## config.mk

```make
export PLATFORM = sky130hd
export DESIGN_NAME = adc_sequence_result_control
export DESIGN_NICKNAME = d
export VERILOG_FILES = /design/src/design/adc_sequence_result_control.v
export VERILOG_INCLUDE_DIRS = /design/src /design/src/design
export SDC_FILE = /design/constraint.sdc
export NUM_CORES = 1
export LEC_CHECK = 0
export CORE_ASPECT_RATIO = 0.5
export CORE_MARGIN = 2
export CORE_UTILIZATION = 55
export CTS_BUF_LIST = sky130_fd_sc_hd__clkbuf_4
export DETAILED_ROUTE_END_ITERATION = 12
export DONT_BUFFER_PORTS = 1
export GPL_TIMING_DRIVEN = 0
export PLACE_DENSITY = 0.79
export SLEW_MARGIN = 10
export SYNTH_ARGS = -nofsm -noshare
export SYNTH_HDL_FRONTEND = slang
export SYNTH_SLANG_ARGS = --single-unit
```

## constraint.sdc

```tcl
create_clock -name ref_clk_i -period 6.2 [get_ports ref_clk_i]
set_clock_uncertainty 0.05 [all_clocks]
set_input_delay 0.62 -clock ref_clk_i [delete_from_list [all_inputs] [get_ports ref_clk_i]]
set_output_delay 0.62 -clock ref_clk_i [all_outputs]
set_load 0.1 [all_outputs]
```

## src/design/adc_ctl3_defs.vh

```
// Constants for the converter sequence and result control block
`ifndef ADC_CTL3_DEFS_VH
`define ADC_CTL3_DEFS_VH
// Register word offsets on the Avalon word address
`define OFF_CTL_THREE      4'h3
`define OFF_CTL_FIVE       4'h5
`define OFF_STATUS_ZERO    4'h6
`define OFF_IRQ_STATUS     4'h8
`define OFF_IRQ_MASK       4'h9
`define OFF_COMPLETE_FLAGS 4'h7
`define OFF_RESULT_ZERO    4'ha
`define OFF_RESULT_BASE    4'h0
// Control three fields
`define JUSTIFY_BIT        7
`define SEQ_LEN_HI         6
`define SEQ_LEN_LO         3
`define FIFO_BIT           2
`define FREEZE_HI          1
`define FREEZE_LO          0
`define CTL_THREE_RESET    8'h20
// Freeze encodings
`define FRZ_CONTINUE       2'h0
`define FRZ_RESERVED       2'h1
`define FRZ_FINISH         2'h2
`define FRZ_NOW            2'h3
// Result file and conversion timing
`define RESULT_COUNT       5'h10
`define MAX_SEQ_LEN        5'h10
`define CONV_TIME_NS       1000
`define CLK_PERIOD_NS      100
`define CONV_CYCLES        ((`CONV_TIME_NS + `CLK_PERIOD_NS - 1) / `CLK_PERIOD_NS)
// Interrupt status bits
`define IRQ_SEQ_DONE       0
`define IRQ_ABORT          1
`endif

```

## src/design/adc_sequence_result_control.v

```verilog
// Sequence length, result placement, justification and freeze control of the converter
//
// Contract
// - Any control-three write aborts running sequence
// - Justify bit: 0 left, 1 right
// - Stored results always unsigned
// - Four-bit length field, resets to four
// - Non-FIFO: nth result to nth register
// - FIFO: counter kept across sequence boundaries
// - FIFO scan wraps to first register
// - Counter readable in four-bit status field
// - Abort or start clears counter always
// - Complete flags mark valid result registers
// - FIFO mode disables automatic compare
// - Two-bit field selects breakpoint freeze response
`timescale 1ns/100ps
`default_nettype none
`include "adc_ctl3_defs.vh"

module adc_sequence_result_control (
   input  wire        ref_clk_i,        // Bus clock
   input  wire        reset_n_i,        // Async reset, active low
   input  wire [3:0]  address_i,        // Avalon word address
   input  wire        read_i,           // Avalon read
   input  wire        write_i,          // Avalon write
   input  wire [31:0] writedata_i,      // Avalon write data
   input  wire [3:0]  byteenable_i,     // Avalon byte enables
   output reg  [31:0] readdata_o,       // Avalon read data
   output wire        waitrequest_o,    // Avalon wait
   input  wire        freeze_i,         // Debug breakpoint freeze
   input  wire        conv_done_i,      // Analog conversion finished
   input  wire [9:0]  conv_data_i,      // Raw unsigned conversion
   input  wire        compare_hit_i,    // Compare condition from channel
   input  wire        compare_ie_i,     // Compare interrupt enable
   input  wire [15:0] channel_cmp_en_i, // Per-channel compare enables
   output wire        conv_start_o,     // Request analog conversion
   output wire        compare_active_o, // Automatic compare allowed
   output wire [15:0] channel_cmp_o,    // Effective per-channel enables
   output wire        irq_o             // Level interrupt
);

   // ===========================================================
   // State
   // ===========================================================
   localparam ST_IDLE  = 2'h0;
   localparam ST_CONV  = 2'h1;
   localparam ST_WAIT  = 2'h2;

   reg  [7:0]  ctl_three;
   reg  [7:0]  ctl_five;
   reg  [1:0]  state;
   reg  [1:0]  next_state;
   reg  [3:0]  conv_count;
   reg  [4:0]  seq_done;
   reg  [15:0] complete_flags;
   reg  [15:0] result_file [0:15];
   reg  [1:0]  irq_status;
   reg  [1:0]  irq_mask;
   reg         ack;
   reg         frozen_pending;
   integer     i;

   wire fifo_mode  = ctl_three[`FIFO_BIT];
   wire [1:0] frz  = ctl_three[`FREEZE_HI:`FREEZE_LO];
   wire scan_mode  = ctl_five[5];
   wire wr_hit     = write_i & ~ack;
   wire wr_three   = wr_hit & (address_i == `OFF_CTL_THREE) & byteenable_i[0];
   wire wr_five    = wr_hit & (address_i == `OFF_CTL_FIVE) & byteenable_i[0];
   wire wr_irq     = wr_hit & (address_i == `OFF_IRQ_STATUS) & byteenable_i[0];
   wire wr_mask    = wr_hit & (address_i == `OFF_IRQ_MASK) & byteenable_i[0];

   // Zero length means the full result file
   function [4:0] seq_len;
      input [3:0] f;
      begin
         seq_len = (f == 4'h0) ? `MAX_SEQ_LEN : {1'b0, f};
      end
   endfunction

   // Unsigned result, left or right justified in a 16-bit word
   function [15:0] justify;
      input [9:0] d;
      input       right;
      begin
         justify = right ? {6'h00, d} : {d, 6'h00};
      end
   endfunction

   // ===========================================================
   // Freeze handling
   // ===========================================================
   wire hold_now    = freeze_i & (frz == `FRZ_NOW);
   wire hold_finish = freeze_i & (frz == `FRZ_FINISH);
   wire store_conv  = (state == ST_CONV) & conv_done_i & ~hold_now & ~frozen_pending
                      & ~wr_three & ~wr_five;
   wire seq_last    = (seq_done + 5'h01) >= seq_len(ctl_three[`SEQ_LEN_HI:`SEQ_LEN_LO]);
   wire set_done    = store_conv & seq_last;
   wire set_abort   = wr_three & (state != ST_IDLE);

   assign conv_start_o     = (state == ST_CONV) & ~hold_now & ~frozen_pending;
   assign compare_active_o = compare_ie_i & ~fifo_mode;
   assign channel_cmp_o    = fifo_mode ? 16'h0000 : channel_cmp_en_i;
   assign waitrequest_o    = (read_i | write_i) & ~ack;
   assign irq_o            = |(irq_status & irq_mask);

   // ===========================================================
   // Control registers
   // ===========================================================
   always @(posedge ref_clk_i or negedge reset_n_i) begin
      if (!reset_n_i) begin
         ctl_three <= `CTL_THREE_RESET;
         ctl_five  <= 8'h00;
         irq_mask  <= 2'h0;
      end else begin
         if (wr_three)
            ctl_three <= writedata_i[7:0];
         if (wr_five)
            ctl_five <= writedata_i[7:0];
         if (wr_mask)
            irq_mask <= writedata_i[1:0];
      end
   end

   // ===========================================================
   // Sequencer
   // ===========================================================
   always @* begin
      next_state = state;
      case (state)
         ST_IDLE: begin
            next_state = ST_IDLE;
         end
         ST_CONV: begin
            if (set_done && !scan_mode)
               next_state = ST_IDLE;
         end
         default: begin
            next_state = ST_IDLE;
         end
      endcase
      if (wr_three)
         next_state = ST_IDLE;
      else if (wr_five)
         next_state = ST_CONV;
   end

   always @(posedge ref_clk_i or negedge reset_n_i) begin
      if (!reset_n_i) begin
         state          <= ST_IDLE;
         conv_count     <= 4'h0;
         seq_done       <= 5'h00;
         frozen_pending <= 1'b0;
      end else begin
         state <= next_state;
         // Finish mode: hold after the running conversion lands
         frozen_pending <= hold_finish & (frozen_pending | store_conv);
         if (wr_three || wr_five) begin
            conv_count <= 4'h0;
            seq_done   <= 5'h00;
         end else if (store_conv) begin
            conv_count <= conv_count + 4'h1;
            if (seq_last) begin
               seq_done <= 5'h00;
               if (!fifo_mode)
                  conv_count <= 4'h0;
            end else begin
               seq_done <= seq_done + 5'h01;
            end
         end
      end
   end

   // ===========================================================
   // Result storage
   // ===========================================================
   always @(posedge ref_clk_i or negedge reset_n_i) begin
      if (!reset_n_i) begin
         complete_flags <= 16'h0000;
         for (i = 0; i < 16; i = i + 1)
            result_file[i] <= 16'h0000;
      end else begin
         if (wr_five) begin
            complete_flags <= 16'h0000;
         end else if (store_conv) begin
            result_file[conv_count] <= justify(conv_data_i, ctl_three[`JUSTIFY_BIT]);
            complete_flags[conv_count] <= 1'b1;
         end
      end
   end

   // ===========================================================
   // Interrupt status
   // ===========================================================
   // Clear by writing one; a same-cycle event wins
   always @(posedge ref_clk_i or negedge reset_n_i) begin
      if (!reset_n_i) begin
         irq_status <= 2'h0;
      end else begin
         irq_status[`IRQ_SEQ_DONE] <= set_done |
            (irq_status[`IRQ_SEQ_DONE] & ~(wr_irq & writedata_i[`IRQ_SEQ_DONE]));
         irq_status[`IRQ_ABORT] <= set_abort |
            (irq_status[`IRQ_ABORT] & ~(wr_irq & writedata_i[`IRQ_ABORT]));
      end
   end

   // ===========================================================
   // Avalon slave
   // ===========================================================
   always @(posedge ref_clk_i or negedge reset_n_i) begin
      if (!reset_n_i) begin
         ack        <= 1'b0;
         readdata_o <= 32'h00000000;
      end else begin
         ack <= (read_i | write_i) & ~ack;
         if (read_i & ~ack) begin
            case (address_i)
               `OFF_CTL_THREE:   readdata_o <= {24'h000000, ctl_three};
               `OFF_CTL_FIVE:    readdata_o <= {24'h000000, ctl_five};
               `OFF_STATUS_ZERO: readdata_o <= {28'h0000000, conv_count};
               `OFF_COMPLETE_FLAGS: readdata_o <= {16'h0000, complete_flags};
               `OFF_IRQ_STATUS:  readdata_o <= {30'h00000000, irq_status};
               `OFF_IRQ_MASK:    readdata_o <= {30'h00000000, irq_mask};
               `OFF_RESULT_ZERO: readdata_o <= {16'h0000, result_file[0]};
               default:          readdata_o <= 32'h00000000;
            endcase
         end
      end
   end

endmodule // adc_sequence_result_control
`default_nettype wire

```

==> reports/qor.yml, run 1 <==
grt_pass1_wl_mm: 16.2
diodes: 0
h-tree-depth: 3
grt_pass1_vias: 3151
synth_seq_area_share_pct: 47.4
worstSetupEndpointType: "flip-flop"
drcViolationCount: 0
gp_congestion: 0.838
io_buffers: 0
grt-ovfl-total: 0
route.vias.total: 3146
worstHoldPathType: "primary input to async pin"
critPathKind: "flip-flop to flip-flop"
yosys_register_bits: 80
yosysWarnings: 0
yosys.area.top_type_share_pct: 46.7
crit_fanout: 10
fillers: 591
syn2layout_area_growth_pct: 10.4
dieArea_um2: 8450
cts.root.buffer_cell: "clkbuf_4"
cts.clk_slew.worst_paths_ps: 130
avgSynthCellArea_um2: 10.4
failed_checks: "hold timing"
synth_cell_types: 53
post_cts.repair.setup_buffers: 0
synthesis.area_um2: 4230
numCtsBuffers: 9
vias_per_cell: 5.90
hold_slack_ps: -7.89
ctsResizeCount: 0
fin_crit_sh_pct: 47.8
drive_above_1_share_pct: 23.8
crit_arrival_ps: 3190
dp_slack_ps: 3380
io_pins: 126
synthCells: 405
setup_violations: 0
period_needed_ps: 2960
final.setup.worst_slack_ps: 3240
netlist_top_cells_area: "dfrtp_1 (47%), mux2_2 (7.5%), nor2b_1 (4.0%), buf_4 (3.7%), nand2_1 (3.5%)"
drv_cap: 0
post-dp-hpwl_mm: 7.34
core_um2: 7380
cts_buffer_depth: 2
clock_latency_ps: 440
async_flop_share_pct: 100
drt.antenna.violating_nets: 0
grt_max_degree: 81
synth_top_cell_by_area: "dfrtp_1"
p_leak_nw: 2.17
cts_hold_buffers: 1
placed_cell_area_um2: 4470
start_util_pct: 57.3
grt.total_usage_pct: 25.5
powerDensity_nw_per_um2: 372
reg2reg_slack_ps: 3240
max_freq_mhz: 338
final_cell_count_no_fill: 533
routed_wl_mm: 10.0
rsz0062_at_grt: "false"
start_kind: "flip-flop"
cp.required_ps: 6420
dr.pass1.iters: 5
outcome: "finished, violations left"
worstMarginPinSlew_ps: 1080
synth-edff-count: 0
wl_per_cell_um: 18.8
final_net_count: 518
clock_sinks: 80
synth_ff_type: "dfrtp_1"
die_w_um: 128
hold_viol_final: 4
drt_iter0_markers: 282
die_h_um: 66.0
vdd_drop_max_mv: 0.199
antenna_found_initial: 0
tns_ps: 0
final_area_um2: 4670
dp_cells: 518
cts_tree: "built"
rows: 22
timing.final.max_slew_violations: 0
relSlewSlack_pct: 27.6
[Yosys cell counts (2+ instances only)]
cell       number
a22oi_1        10
nor4_1          2
o21ai_1         2
nand2_1        39
dfrtp_1        79
nor4b_4         2
a22o_1          4
nor3_1          4
xnor2_1         3
mux2_2         28
buf_2           5
mux2_1          6
inv_1          13
o21ai_0        23
a21oi_1        26
buf_6           2
a2111oi_0       2
ha_1           10
a222oi_1        6
a21o_1          2
mux2i_1         9
buf_4          21
nand2b_1        3
and3_1          4
clkbuf_1       12
nor2b_1        27
nor2_1         26
o211ai_1        2
nand3_1         7
and2_1          3
[routing by layer]
layer	vias up	track usage (%)	share of wire (%)
met5	-	0	0
met4	0	5.63	0.63
met3	8	6.39	8.6
met2	157	39.9	46
met1	1538	36.3	45
li1	1443	-	-
[cells by family (layout without fill, tap and decap cells)]
kind of cell	count (synthesis)	in the layout	share of synthesized area (%)
xor gates and xnor gates	4	4	0.829
DFF	80	80	47.4
AOI/OAI and AO/OA	83	83	12.6
and+or+nand+nor	131	131	17.9
adders and majority gates	10	10	2.96
buffers and inverters	53	70	7.07
other	1	16	0.0887
muxes	43	43	11.2
[where the power goes]
part	internal [mW]	total, mW	switching (mW)
sequential	0.634	0.761	0.126
clock	0.201	0.387	0.186
combinational	0.182	0.588	0.407
[area by class of cell]
cell class              instances  area [um^2]  share of cell area [%]
multi-input cells             287         2030                    43.4
flip-flops and latches         80         2000                    42.9
plain buffers                  40          250                    5.36
well taps                      96          120                    2.57
clock inverters                 5          106                    2.28
clock buffers                   9         67.6                    1.45
inverters                      13         48.8                    1.04
repair buffers                  3         46.3                   0.991
[registers in the layout, indices dropped and copies added, names as in the netlist]
signal          cells
irq_mask            2
frozen_pending      1
state               1
ctl_three           8
complete_flags     16
ctl_five            8
seq_done            5
result_file        16
irq_status          2
conv_count          4
ack                 1
readdata_o         16
[cells in the final DEF (no fill, tap or decap), drive strengths merged, types with 6 or more instances in the layout]
master  Yosys  final
nand2      39     39
mux2i       9      9
a222oi      6      6
conb        1     16
ha         10     10
nand3       9      9
dfrtp      79     79
buf        28     31
clkbuf     12     21
a22oi      10     10
mux2       34     34
nor2       27     27
o21ai      25     25
inv        13     14
a21oi      26     26
nor2b      28     28
[through the flow]
step           utilization (%)  hold WS [ps]  power, mW
2_1_floorplan                -           274       1.21
3_3_place_gp              59.7           277       1.31
3_5_place_dp              60.6           276       1.34
4_1_cts                   63.3          13.3       1.73
5_1_grt                   63.3          15.9       1.83
6_report                  63.3         -7.89       1.74
[final timing paths]
path,startpoint,to,cells past startpoint
min reg2reg,ctl_three[0],frozen_pending,1
min in group ref_clk_i,writedata_i[6],ctl_three[6],2
max in group asynchronous,reset_n_i,ctl_three[5],1
min,reset_n_i,ctl_five[6],1
max reg2reg,ctl_three[3],conv_count[3],6
max,ctl_three[3],conv_count[3],6
[worst max-delay path, stage by stage (launching register included)]
cell	delay (ps)
dfrtp_1	450
or4_1	580
ha_1	350
a21o_1	200
a31oi_2	480
nor2_1	150
a2111oi_0	560
Note: power is estimated with default switching activity, not from simulation.
==> inputs of run 2 (changes only) <==
Settings changed: ABC_AREA from default to 1, PLACE_DENSITY 0.79 to 0.82.
Clock period 6.2 ns to 2.4 ns, I/O delays scaled along.
==> run 2 against run 1 <==
Compared with the run above:
- die area grew 5.8%
- first-iteration DRC count grew 43%
- flip-flop and latch count is the same
- combinational power grew to 3.7 times the previous value
- largest cell class unchanged
- non-clock buffer count grew 13
- the flow now finishes without violations
- wire length grew 7.7%
- count of clock-buffer cells in the layout grew 4
- power grew to 3.0 times the previous value
==> reports/qor.yml, run 2 <==
rows: 23  # was 22
hold_viol_final: 0  # was 4
yosys_register_bits: 80  # unchanged
synth_cell_types: 33  # was 53
grt.total_usage_pct: 25.0  # was 25.5%
dieArea_um2: 8940  # was 8450 um^2
largestRegisters: "complete_flags (16), readdata_o (16), result_file (16)"  # unchanged
io_pins: 126  # unchanged
grt_pass1_vias: 3551  # was 3,151
async_flop_share_pct: 100  # unchanged
yosysWarnings: 0  # unchanged
gp_congestion: 0.992  # was 0.838
dr.pass1.iters: 5  # unchanged
outcome: "complete, no violations"  # was finished, violations left
internal_power_mw: 2.64  # was 1.02 mW
critPathSlowestCell: "nor2_2"  # was or4_1
final_cell_mix: "nand2_1 (164), dfrtp_1 (79), inv_1 (70)"  # was dfrtp_1 (79), nand2_1 (39), mux2_2 (28)
p_total_mw: 5.21  # was 1.74 mW
crit_fanout: 12  # was 10
cts_buffer_depth: 2  # unchanged
yosys.area.top_type_share_pct: 44.0  # was 46.7%
powerDensity_nw_per_um2: 1010  # was 372 nW/um^2
fillers: 660  # was 591
max_freq_mhz: 449
tns_ps: 0  # unchanged
cp_cell_sequence: "nor2_2"  # was or4_1, ha_1, a21o_1, a31oi_2, nor2_1, a2111oi_0
vdd_drop_max_mv: 0.463  # was 0.199 mV
hold_slack_ps: 28.6  # was -7.89 ps
p_sw_share_pct: 49.3  # was 41.4%
cts.root.buffer_cell: "clkbuf_4"  # unchanged
fin_crit_sh_pct: 92.8
drcViolationCount: 0  # unchanged
synthCells: 577  # was 405
die_w_um: 132  # was 128 um
clock_sinks: 80  # unchanged
p_switching_mw: 2.57  # was 0.719 mW
drt.antenna.violating_nets: 0  # unchanged
crit_family: "simple AND/OR/NAND/NOR gates"  # was compound AO/OA/AOI/OAI gates
worstMarginPinSlew_ps: 1070  # was 1080 ps
io_buffers: 0  # unchanged
synth_seq_area_share_pct: 44.6  # was 47.4%
worstHoldPathType: "primary input to flip-flop"  # was primary input to async pin
worstSetupEndpointType: "output port"  # was flip-flop
synth.most_common_cell: "nand2_1"  # was dfrtp_1
post-dp-hpwl_mm: 7.79  # was 7.34 mm
dp_slack_ps: 61.8  # was 3380 ps
crit_arrival_ps: 1940  # was 3190 ps
synth_common_cells: "nand2_1 (165), dfrtp_1 (79), inv_1 (70), o21ai_0 (50), nand3_1 (46)"  # was dfrtp_1 (79), nand2_1 (39), mux2_2 (28), nor2b_1 (27)
die_h_um: 67.9  # was 66.0 um
placed_cell_area_um2: 4730  # was 4470 um^2
drt_iter0_markers: 404  # was 282
synth_xor_area_share_pct: 0.585  # was 0.828%
cts_tree: "built"  # unchanged
start_kind: "flip-flop"  # unchanged
drive_above_1_share_pct: 17.8  # was 23.8%
rsz0062_at_grt: "false"  # unchanged
drv_cap: 0  # unchanged
start_util_pct: 56.3  # was 57.3%
dp_cells: 704  # was 518
comb_power_share_pct: 41.7  # was 33.9%
numCtsBuffers: 9  # unchanged
crit_buf_inv: 0  # unchanged
grt_max_degree: 81  # unchanged
cts.clk_slew.worst_paths_ps: 110  # was 130 ps
synth_compound_area_share_pct: 10.5  # was 12.6%
critPathKind: "flip-flop to output port"  # was flip-flop to flip-flop
clock_latency_ps: 450  # was 440 ps
synth-simple-area-share_pct: 28.8  # was 17.9%
synthesis.area_um2: 4490  # was 4230 um^2
h-tree-depth: 3  # unchanged
final.setup.worst_slack_ps: 172  # was 3240 ps
synth_fa_ha_area_share_pct: 2.79  # was 2.96%
timing.final.max_slew_violations: 0  # unchanged
reg2reg_slack_ps: 200  # was 3240 ps
synth-edff-count: 0  # unchanged
routed_wl_mm: 10.8  # was 10.0 mm
relSlewSlack_pct: 28.5  # was 27.6%
fin_util_pct: 64.6  # was 63.3%
avgSynthCellArea_um2: 7.78  # was 10.4 um^2
final_net_count: 708  # was 518
wl_per_cell_um: 14.6  # was 18.8 um
final_area_um2: 5150  # was 4670 um^2
synth_ff_type: "dfrtp_1"  # unchanged
synth_top_cell_by_area: "dfrtp_1"  # unchanged
netlist_top_cells_area: "dfrtp_1 (44%), nand2_1 (14%), inv_1 (5.9%), o21ai_0 (5.6%), nand3_1 (5.1%)"  # was dfrtp_1 (47%), mux2_2 (7.5%), nor2b_1 (4.0%), buf_4 (3.7%), nand2_1 (3.5%)
synthMuxAreaShare_pct: 0.892  # was 11.2%
core_um2: 7970  # was 7380 um^2
seqPwrFrac_pct: 44.6  # was 43.8%
period_needed_ps: 2230
grt-ovfl-total: 0  # unchanged
vias_per_cell: 5.25  # was 5.90
p_leak_nw: 2.70  # was 2.17 nW
diodes: 0  # unchanged
cp.required_ps: 2110  # was 6420 ps
slowest_delay_ps: 910  # was 580 ps
route.vias.total: 3892  # was 3,146
synth_top_family_by_area: "simple AND/OR/NAND/NOR gates"  # unchanged
final_common_cell: "nand2_1"  # was dfrtp_1
p_clk_share_pct: 13.7  # was 22.3%
syn2layout_area_growth_pct: 14.7  # was 10.4%
setup_violations: 0  # unchanged
antenna_found_initial: 0  # unchanged
final_cell_count_no_fill: 741  # was 533
grt_pass1_wl_mm: 17.1  # was 16.2 mm
run 2: cell types whose count changed in the layout (fill, tap and decap cells not counted), moves of 17 or more:
cell,previous run,this run
o21ai_0,23,50
dlygate4sd3_1,0,20
inv_1,13,70
nand3_1,7,45
mux2_2,28,0
nand2_1,39,164
nor2b_2,17,0
run 2: cell type report:
type / count / area (um^2) / area share (%)
clock buffers: 13 / 97.6 / 1.90
clock inverters: 3 / 20.0 / 0.389
repair buffers: 22 / 235 / 4.57
well taps: 112 / 140 / 2.72
flip-flops and latches: 80 / 2000 / 38.9
plain buffers: 34 / 241 / 4.69
multi-input cells: 402 / 2130 / 41.4
inverters: 75 / 282 / 5.47
run 2: cells by family (layout without fill, tap and decap cells):
group                      Yosys count  count (layout)
and+or+nand+nor                    285             285
buffers and inverters              110             147
AOI/OAI and AO/OA                   84              84
DFF                                 80              80
adders and majority gates           10              10
muxes                                4               4
xor gates and xnor gates             3               3
other                                1              16
run 2: timing repair:
item / in CTS / in global routing
hold buffers: 21 / 0
buffers inserted: 0 / 1
cloned: 0 / 0
setup endpoints to repair: 11 / 25
pin swaps: 10 / 1
resized for setup: 13 / 4
endpoints found under the hold margin: 116 / 0
run 2: worst paths after layout:
check | cells after the start | endpoint | startpoint
min in group asynchronous | 2 | readdata_o[1] | reset_n_i
min reg2reg | 2 | ctl_five[7] | ctl_five[7]
max in group asynchronous | 2 | readdata_o[10] | reset_n_i
max | 1 | channel_cmp_o[3] | ctl_three[2]
max reg2reg | 14 | conv_count[1] | seq_done[0]
min | 3 | irq_mask[1] | address_i[1]
run 2: power by group through the flow:
stage	combinational, mW	sequential, mW	clock (mW)
2_1_floorplan	1.72	2.24	0
3_3_place_gp	1.95	2.31	0
3_5_place_dp	2.02	2.32	0
4_1_cts	2.13	2.30	0.725
5_1_grt	2.39	2.36	0.790
6_report	2.17	2.32	0.714
run 2: routing by layer:
layer / routed length [um] / global-route usage [%] / vias up
met5: 0 / 0 / -
met4: 280 / 12.4 / 0
met3: 828 / 5.93 / 30
met2: 5020 / 41.8 / 182
met1: 4690 / 31.4 / 1794
li1: - / - / 1886
run 2: worst reg2reg max path, cell delays in order, from the launching register on:
cell and delay, ps:
dfrtp_1 420, ha_1 230, nand3_1 120, xor2_1 190
inv_1 80, ha_1 300, nand2_1 60, nor2_1 100
nand2_1 140, nand3_4 140, nand2_1 90, nand2_1 60
nand2_1 50, nand2_1 60, inv_1 30
